--- src/hdl/spa_defines.svh ---
// timing counts, address fields and code positions for the sector protect / autoselect host
//
// Functional notes
// - host holds the elevated identification voltage on A9 while reading codes.
// - chip select, output enable low, write strobe high, A6 low; A1/A0 pick code.
// - codes also readable in-system after a command write, without elevated voltage.
// - protect and unprotect need elevated voltage only on the reset pin.
// - every unprotected group is protected before the first unprotect write.
`ifndef SPA_DEFINES_SVH
`define SPA_DEFINES_SVH

`define SPA_CLK_NS        4
`define SPA_ADDR_W        22
`define SPA_SECT_W        7
`define SPA_GRP_W         5
`define SPA_SECT_LSB      15
`define SPA_GRP_LAST      5'h1f
`define SPA_A6_BIT        6
// status reads: low byte only
`define SPA_PROT_BIT      0
`define SPA_LOCK_BIT      7
// a1/a0 selectors
`define SPA_SEL_MFR       2'h0
`define SPA_SEL_DEV       2'h1
`define SPA_SEL_PROT      2'h2
`define SPA_SEL_REGION    2'h3
// in-system autoselect command write
`define SPA_CMD_ADDR      22'h000000
`define SPA_CMD_DATA      16'h0000
// times in ns, counts in clock cycles (least times, rounded up)
`define SPA_T_ACC_NS      100
`define SPA_T_WP_NS       50
`define SPA_T_PULSE_NS    1000
`define SPA_T_UNPROT_NS   2000
`define SPA_CYC(ns)       (((ns) + `SPA_CLK_NS - 1) / `SPA_CLK_NS)
`define SPA_ACC_CYC       12'(`SPA_CYC(`SPA_T_ACC_NS))
`define SPA_WP_CYC        12'(`SPA_CYC(`SPA_T_WP_NS))
`define SPA_PULSE_CYC     12'(`SPA_CYC(`SPA_T_PULSE_NS))
`define SPA_UNPROT_CYC    12'(`SPA_CYC(`SPA_T_UNPROT_NS))

`endif

--- src/hdl/spa_pkg.sv ---
// types shared by the sector protect / autoselect host
package spa_pkg;

	typedef enum logic [2:0] {
		SPA_OP_MFR,
		SPA_OP_DEV,
		SPA_OP_PROT,
		SPA_OP_REGION,
		SPA_OP_PROTECT,
		SPA_OP_UNPROT_ALL
	} spa_op_t;

	typedef enum logic [2:0] {
		SPA_ST_IDLE,
		SPA_ST_CMD_WR,
		SPA_ST_READ,
		SPA_ST_PULSE,
		SPA_ST_UNPROT,
		SPA_ST_DONE
	} spa_state_t;

endpackage

--- src/hdl/spa_host.sv ---
// host controller: identification reads, protection status and group protect/unprotect
`include "spa_defines.svh"
module spa_host (
	input  wire logic                       clock,
	input  wire logic                       rst_b,
	input  wire logic                       cmd_valid,
	output logic                            cmd_ready,
	input  wire spa_pkg::spa_op_t           cmd_op,
	input  wire logic [`SPA_SECT_W-1:0]     cmd_sector_index,
	input  wire logic                       cmd_in_system,
	output logic                            rsp_valid,
	output logic [15:0]                     rsp_data,
	output logic                            rsp_flag,
	output logic [`SPA_ADDR_W-1:0]          flash_addr,
	output logic                            flash_ce_b,
	output logic                            flash_oe_b,
	output logic                            flash_we_b,
	output logic                            elevated_id_voltage,
	output logic                            reset_hv_en,
	input  wire logic [15:0]                dq_in,
	output logic [15:0]                     dq_out,
	output logic                            dq_oe
);
	import spa_pkg::*;

	// ----------------------------------------------------------------
	// state
	// ----------------------------------------------------------------
	spa_state_t              st_q,    st_d;
	spa_op_t                 op_q,    op_d;
	logic [`SPA_SECT_W-1:0]  sect_q,  sect_d;
	logic                    insys_q, insys_d;
	logic [11:0]             cnt_q,   cnt_d;
	logic [`SPA_ADDR_W-1:0]  addr_q,  addr_d;
	logic                    ce_b_q,  ce_b_d;
	logic                    oe_b_q,  oe_b_d;
	logic                    we_b_q,  we_b_d;
	logic                    hv9_q,   hv9_d;
	logic                    hvr_q,   hvr_d;
	logic [15:0]             dqo_q,   dqo_d;
	logic                    dqoe_q,  dqoe_d;
	logic [15:0]             data_q,  data_d;
	logic                    flag_q,  flag_d;
	logic                    rv_q,    rv_d;
	logic [15:0]             dq_s2;
	logic [15:0]             dq_s3;

	spa_sync #(.WIDTH(16)) u_dq_sync (
		.clock  (clock),
		.rst_b  (rst_b),
		.pin    (dq_in),
		.stage2 (dq_s2),
		.stage3 (dq_s3)
	);

	// other address lines are don't-care to the device; drive them low
	function automatic logic [`SPA_ADDR_W-1:0] id_addr(input logic [`SPA_SECT_W-1:0] s,
		input logic a6, input logic [1:0] sel);
		logic [`SPA_ADDR_W-1:0] a;
		a = '0;
		a[`SPA_ADDR_W-1:`SPA_SECT_LSB] = s;
		a[`SPA_A6_BIT] = a6;
		a[1:0] = sel;
		return a;
	endfunction

	function automatic logic [1:0] op_sel(input spa_op_t o);
		logic [1:0] r;
		r = `SPA_SEL_PROT;
		unique case (o)
			SPA_OP_MFR:    r = `SPA_SEL_MFR;
			SPA_OP_DEV:    r = `SPA_SEL_DEV;
			SPA_OP_REGION: r = `SPA_SEL_REGION;
			default:       r = `SPA_SEL_PROT;
		endcase
		return r;
	endfunction

	// ----------------------------------------------------------------
	// sequencer
	// ----------------------------------------------------------------
	always_comb begin
		st_d    = st_q;
		op_d    = op_q;
		sect_d  = sect_q;
		insys_d = insys_q;
		cnt_d   = cnt_q;
		addr_d  = addr_q;
		ce_b_d  = ce_b_q;
		oe_b_d  = oe_b_q;
		we_b_d  = we_b_q;
		hv9_d   = hv9_q;
		hvr_d   = hvr_q;
		dqo_d   = dqo_q;
		dqoe_d  = dqoe_q;
		data_d  = data_q;
		flag_d  = flag_q;
		rv_d    = 1'b0;
		unique case (st_q)
			SPA_ST_IDLE: begin
				if (cmd_valid) begin
					op_d    = cmd_op;
					insys_d = cmd_in_system;
					cnt_d   = '0;
					ce_b_d  = 1'b0;
					unique case (cmd_op)
						SPA_OP_PROTECT: begin
							// group granularity: low two sector bits dropped
							sect_d = {cmd_sector_index[`SPA_SECT_W-1:2], 2'b00};
							addr_d = id_addr({cmd_sector_index[`SPA_SECT_W-1:2], 2'b00},
								1'b0, `SPA_SEL_PROT);
							hvr_d  = 1'b1;
							we_b_d = 1'b0;
							st_d   = SPA_ST_PULSE;
						end
						SPA_OP_UNPROT_ALL: begin
							// scan starts at group 0, always via elevated A9
							sect_d  = '0;
							insys_d = 1'b0;
							addr_d  = id_addr('0, 1'b0, `SPA_SEL_PROT);
							hv9_d   = 1'b1;
							oe_b_d  = 1'b0;
							st_d    = SPA_ST_READ;
						end
						default: begin
							sect_d = cmd_sector_index;
							if (cmd_in_system) begin
								// command write first, no elevated voltage
								addr_d = `SPA_CMD_ADDR;
								dqo_d  = `SPA_CMD_DATA;
								dqoe_d = 1'b1;
								we_b_d = 1'b0;
								st_d   = SPA_ST_CMD_WR;
							end else begin
								addr_d = id_addr(cmd_sector_index, 1'b0, op_sel(cmd_op));
								hv9_d  = 1'b1;
								oe_b_d = 1'b0;
								st_d   = SPA_ST_READ;
							end
						end
					endcase
				end
			end
			SPA_ST_CMD_WR: begin
				cnt_d = cnt_q + 12'h001;
				if (cnt_q == `SPA_WP_CYC - 12'h001) begin
					we_b_d = 1'b1;
					dqoe_d = 1'b0;
					cnt_d  = '0;
					addr_d = id_addr(sect_q, 1'b0, op_sel(op_q));
					oe_b_d = 1'b0;
					st_d   = SPA_ST_READ;
				end
			end
			SPA_ST_READ: begin
				// data is taken only after access time and two agreeing samples
				if (cnt_q < `SPA_ACC_CYC) begin
					cnt_d = cnt_q + 12'h001;
				end else if (dq_s2 == dq_s3) begin
					cnt_d  = '0;
					oe_b_d = 1'b1;
					data_d = dq_s3;
					if (op_q == SPA_OP_REGION) begin
						flag_d = dq_s3[`SPA_LOCK_BIT];
					end else begin
						// upper byte may be anything on status reads
						flag_d = (dq_s3[7:0] == 8'h01);
					end
					if (op_q == SPA_OP_UNPROT_ALL) begin
						if (dq_s3[`SPA_PROT_BIT] == 1'b0) begin
							// unprotected group: protect before any unprotect write
							hv9_d  = 1'b0;
							hvr_d  = 1'b1;
							we_b_d = 1'b0;
							st_d   = SPA_ST_PULSE;
						end else if (sect_q[`SPA_SECT_W-1:2] == `SPA_GRP_LAST) begin
							hv9_d  = 1'b0;
							hvr_d  = 1'b1;
							we_b_d = 1'b0;
							addr_d = id_addr('0, 1'b1, `SPA_SEL_PROT);
							st_d   = SPA_ST_UNPROT;
						end else begin
							sect_d = sect_q + 7'h04;
							addr_d = id_addr(sect_q + 7'h04, 1'b0, `SPA_SEL_PROT);
							oe_b_d = 1'b0;
						end
					end else begin
						hv9_d  = 1'b0;
						ce_b_d = 1'b1;
						st_d   = SPA_ST_DONE;
					end
				end
			end
			SPA_ST_PULSE: begin
				cnt_d = cnt_q + 12'h001;
				if (cnt_q == `SPA_PULSE_CYC - 12'h001) begin
					cnt_d  = '0;
					we_b_d = 1'b1;
					hvr_d  = 1'b0;
					if (op_q == SPA_OP_UNPROT_ALL) begin
						// last group is read back, not chained into the unprotect write:
						// its protect write must be closed by a rising write strobe first
						if (sect_q[`SPA_SECT_W-1:2] != `SPA_GRP_LAST) begin
							sect_d = sect_q + 7'h04;
						end
						addr_d = id_addr(sect_d, 1'b0, `SPA_SEL_PROT);
						hv9_d  = 1'b1;
						oe_b_d = 1'b0;
						st_d   = SPA_ST_READ;
					end else begin
						ce_b_d = 1'b1;
						flag_d = 1'b1;
						st_d   = SPA_ST_DONE;
					end
				end
			end
			SPA_ST_UNPROT: begin
				// single unprotect write clears every group at once
				cnt_d = cnt_q + 12'h001;
				if (cnt_q == `SPA_UNPROT_CYC - 12'h001) begin
					cnt_d  = '0;
					we_b_d = 1'b1;
					hvr_d  = 1'b0;
					ce_b_d = 1'b1;
					flag_d = 1'b0;
					st_d   = SPA_ST_DONE;
				end
			end
			SPA_ST_DONE: begin
				rv_d   = 1'b1;
				addr_d = '0;
				st_d   = SPA_ST_IDLE;
			end
			default: begin
				st_d = SPA_ST_IDLE;
			end
		endcase
	end

	always_ff @(posedge clock or negedge rst_b) begin
		if (!rst_b) begin
			st_q    <= SPA_ST_IDLE;
			op_q    <= SPA_OP_MFR;
			sect_q  <= '0;
			insys_q <= 1'b0;
			cnt_q   <= '0;
			addr_q  <= '0;
			ce_b_q  <= 1'b1;
			oe_b_q  <= 1'b1;
			we_b_q  <= 1'b1;
			hv9_q   <= 1'b0;
			hvr_q   <= 1'b0;
			dqo_q   <= '0;
			dqoe_q  <= 1'b0;
			data_q  <= '0;
			flag_q  <= 1'b0;
			rv_q    <= 1'b0;
		end else begin
			st_q    <= st_d;
			op_q    <= op_d;
			sect_q  <= sect_d;
			insys_q <= insys_d;
			cnt_q   <= cnt_d;
			addr_q  <= addr_d;
			ce_b_q  <= ce_b_d;
			oe_b_q  <= oe_b_d;
			we_b_q  <= we_b_d;
			hv9_q   <= hv9_d;
			hvr_q   <= hvr_d;
			dqo_q   <= dqo_d;
			dqoe_q  <= dqoe_d;
			data_q  <= data_d;
			flag_q  <= flag_d;
			rv_q    <= rv_d;
		end
	end

	// ----------------------------------------------------------------
	// outputs
	// ----------------------------------------------------------------
	assign cmd_ready           = (st_q == SPA_ST_IDLE);
	assign rsp_valid           = rv_q;
	assign rsp_data            = data_q;
	assign rsp_flag            = flag_q;
	assign flash_addr          = addr_q;
	assign flash_ce_b          = ce_b_q;
	assign flash_oe_b          = oe_b_q;
	assign flash_we_b          = we_b_q;
	assign elevated_id_voltage = hv9_q;
	assign reset_hv_en         = hvr_q;
	assign dq_out              = dqo_q;
	assign dq_oe               = dqoe_q;
endmodule

--- src/hdl/spa_sync.sv ---
// three-stage synchroniser for pin inputs
module spa_sync #(
	parameter int WIDTH = 16
) (
	input  wire logic             clock,
	input  wire logic             rst_b,
	input  wire logic [WIDTH-1:0] pin,
	output logic      [WIDTH-1:0] stage2,
	output logic      [WIDTH-1:0] stage3
);
	logic [WIDTH-1:0] s1_q;
	logic [WIDTH-1:0] s2_q;
	logic [WIDTH-1:0] s3_q;

	always_ff @(posedge clock or negedge rst_b) begin
		if (!rst_b) begin
			s1_q <= '0;
			s2_q <= '0;
			s3_q <= '0;
		end else begin
			s1_q <= pin;
			s2_q <= s1_q;
			s3_q <= s2_q;
		end
	end

	assign stage2 = s2_q;
	assign stage3 = s3_q;
endmodule

--- config.mk ---
export PLATFORM = sky130hd
export DESIGN_NAME = spa_host
export DESIGN_NICKNAME = d
export VERILOG_FILES = /design/src/hdl/spa_pkg.sv /design/src/hdl/spa_host.sv /design/src/hdl/spa_sync.sv
export VERILOG_INCLUDE_DIRS = /design/src /design/src/hdl
export SDC_FILE = /design/constraint.sdc
export NUM_CORES = 1
export LEC_CHECK = 0
export ABC_CLOCK_PERIOD_IN_PS = 2600
export BUFFER_PORTS_ARGS = -buffer_cell sky130_fd_sc_hd__buf_2
export CAP_MARGIN = 20
export CORE_MARGIN = 3
export CORE_UTILIZATION = 35
export DETAILED_ROUTE_END_ITERATION = 7
export PLACE_DENSITY = 0.59
export SYNTH_ARGS = -nofsm -noshare
export SYNTH_HDL_FRONTEND = slang
export SYNTH_SLANG_ARGS = --single-unit
--- constraint.sdc ---
create_clock -name clock -period 2.6 [get_ports clock]
set_input_delay 0.26 -clock clock [delete_from_list [all_inputs] [get_ports clock]]
set_output_delay 0.26 -clock clock [all_outputs]
set_load 0.01 [all_outputs]
==> qor.csv <==
metric,value,unit
Hold/Removal Path Class,in2reg,
detailed placer's ending HPWL,8.27,mm
Clock Root Buffer,clkbuf_16,
DR vias,3693,
Mapped Avg Cell Area,11.0,µm²
critical path depth in cells,6,
initial antenna violation count,0,
internal power,3.98,mW
Overall Global Routing Usage,14.8,%
Max Buffers Root-to-Sink,2,
Clock Skew,0.0106,ns
Crit path max-delay family,simple AND/OR/NAND/NOR gates,
crit path DAT,2.74,ns
number of synthesized flops with an enable pin,0,
GRT overflow,0,
"commonest non-fill, non-tap cell in the layout",dfrtp_1,
count of pins over their slew limit,0,
die height,126,µm
Post-Synthesis Cell Area,5030,µm²
cts bufs inserted,9,
Clock transition at path regs,0.07,ns
Final Critical Period,2.50,ns
Fmax,400,MHz
ys flop type,dfrtp_1,
Max stage delay on crit path,0.54,ns
CP Cell Sequence,"or3_1, or4_4, a2bb2oi_4, o211ai_2, or3_4, mux2_4",
P per Cell Area,1060,nW/µm²
Initial Utilization,35.9,%
gpl congestion,0.888,
pre-CTS setup slack,0.0856,ns
status,"finished, final reports clean",
Pre-antenna DRT Iters,4,
H-tree Lvls,3,
Setup TNS,0,ns
Min Hold Slack,0.0159,ns
Synth cell types,59,
CP startpoint kind,flip-flop,
share of cells above drive strength 1,27.3,%
CTS tree,built,
via count of the first global-routing pass,3753,
DRC violations left,0,
Synth Register Bits,107,
area grow syn2layout,21.2,%
worst path bufs/invs,0,
die span in x,126,µm
Post-Route WL,11.4,mm
Core ar.,14000,µm²
Routed WL per cell,15.5,µm
Cells after Synth,458,
Via-to-Cell Ratio,4.99,
largest net degree at the start of global routing,55,
Total Die Area,15800,µm²
initial DRC count,173,
register area share after synthesis,53.3,%
Row Count,43,
CP max stage cell,or4_4,
boundary pin count,93,
critical setup path kind,reg2reg,
Slew @ Worst Pin,0.645,ns
fin nets,594,
maxcap violations,0,
relative slew slack,57.0,%
Final Hold Vio Count,0,
first-pass GRT wire length,18.8,mm
Tcrit/Tclk final,96.3,%
sw power,2.48,mW
Leak,2.89,nW
Synth area leaders,"dfrtp_1 (52%), mux2_2 (7.2%), buf_4 (4.2%)",
most frequent cells in the layout,"dfrtp_1 (104), buf_2 (63), nand2_1 (41)",
Final WS setup,0.0971,ns
CP endpoint kind,flip-flop,
RSZ-0062 raised after global routing,false,
Hold Crit Depth,1,
Critical Path RT,2.83,ns
Peak supply drop,0.524,mV
sequential share of power,34.5,%
IO Port Bufs,64,
part of the power in the clock network,22.1,%
yosys warns,0,
Routed Antenna Nets,0,
"Setup violations, final",0,
CP max FO,5,
diode count,0,
sw frac,38.4,%
Yosys top cell by area,dfrtp_1,
Worst-Skew Late Latency,0.35,ns
Combinational Power Share,43.4,%
CTS sink cnt,107,
async set-or-reset flop fraction in the synthesized netlist,100,%
share of the synthesized area in the top cell type,51.8,%
Worst Reg-to-Reg Cells,6,
logic make-up after synthesis:
logic type                 synth area share [%]
AOI/OAI and AO/OA                          14.0
xor gates and xnor gates                   3.31
adders and majority gates                  1.99
buffers and inverters                      6.49
DFF                                        53.3
muxes                                      8.26
other                                    0.0746
and+or+nand+nor                            12.6
worst register-to-register path: stages (launching register included):
cell and delay (ns):
dfrtp_1 0.42, or3_1 0.38, or4_4 0.54, a2bb2oi_4 0.17
o211ai_2 0.13, or3_4 0.43, mux2_4 0.31
flip-flops by register name (all words and copies together), names as in the netlist, 3 cells and up:
name	cells
sect_q	7
op_q	3
u_dq_sync.stage2	16
u_dq_sync.s1_q	16
flash_addr	10
u_dq_sync.stage3	16
rsp_data	16
st_q	3
cnt_q	12
area by class of cell:
class | instances | area, µm²
fill | 1327 | 7900
multi-input combinational | 320 | 2130
clock inverter | 6 | 83.8
tap | 180 | 225
sequential | 107 | 2680
timing repair buffer | 104 | 693
inverter | 14 | 52.6
clock buffer | 9 | 225
final timing paths:
| kind | from | end | slack, ns |
|---|---|---|---|
| setup / recovery | cnt_q[10]$_DFFE_PN0P_ | st_q[0]$_DFFE_PN0P_ | 0.1 |
| hold / removal | dq_in[0] | u_dq_sync.s1_q[0]$_DFF_PN0_ | 0.02 |
| setup reg to reg | cnt_q[10]$_DFFE_PN0P_ | st_q[0]$_DFFE_PN0P_ | 0.1 |
| hold reg to reg | u_dq_sync.s1_q[4]$_DFF_PN0_ | u_dq_sync.stage2[4]$_DFF_PN0_ | 0.35 |
| max in group asynchronous | rst_b | flash_addr[16]$_DFFE_PN0P_ | 1.43 |
| min in group asynchronous | rst_b | u_dq_sync.s1_q[14]$_DFF_PN0_ | 0.47 |
stage by stage:
| stage | power [mW] | std cells | util [%] | area [µm²] |
|---|---|---|---|---|
| final | 6.46 | 740 | 43.6 | 6090 |
| after detailed placement | 5.00 | 711 | 40.3 | 5640 |
| after CTS | 6.46 | 739 | 43.4 | 6080 |
| after global placement | 4.92 | 711 | 40.3 | 5640 |
| after global routing | 6.91 | 740 | 43.6 | 6090 |
| after floorplan | 4.08 | 485 | - | 5130 |
per-layer routing:
metal,vias to the layer above,wire (µm),global-route usage [%]
met1,1799,5070,19.4
met3,13,735,3.77
met5,-,0,0
li1,1773,-,-
met2,108,5470,24.1
met4,0,167,4.54
power by group through the flow:
| stage | logic, mW | registers [mW] | clock network [mW] |
|---|---|---|---|
| 2_1_floorplan | 1.86 | 2.22 | 0 |
| 3_5_place_dp | 2.74 | 2.25 | 0 |
| 4_1_cts | 2.77 | 2.22 | 1.47 |
| 5_1_grt | 3.12 | 2.26 | 1.53 |
| 6_report | 2.81 | 2.23 | 1.43 |
| 3_3_place_gp | 2.69 | 2.24 | 0 |
synthesized netlist by cell type, drive strengths merged, types with 5 or more instances:
| master | n |
|---|---|
| a21oi | 21 |
| a31oi | 12 |
| and3 | 5 |
| buf | 32 |
| clkbuf | 12 |
| dfrtp | 104 |
| ha | 8 |
| inv | 14 |
| mux2 | 33 |
| nand2 | 41 |
| nand2b | 5 |
| nand3 | 9 |
| nand4 | 7 |
| nor2 | 28 |
| nor2b | 5 |
| o21ai | 35 |
| xnor2 | 18 |
timing repair:
item,CTS,global route
hold buffers,13,0
endpoints found under the setup margin,0,15
hold endpoints to repair,61,0
setup buffers,0,1
resized for setup,0,1
No activity file was read; power rests on OpenSTA's default activity.
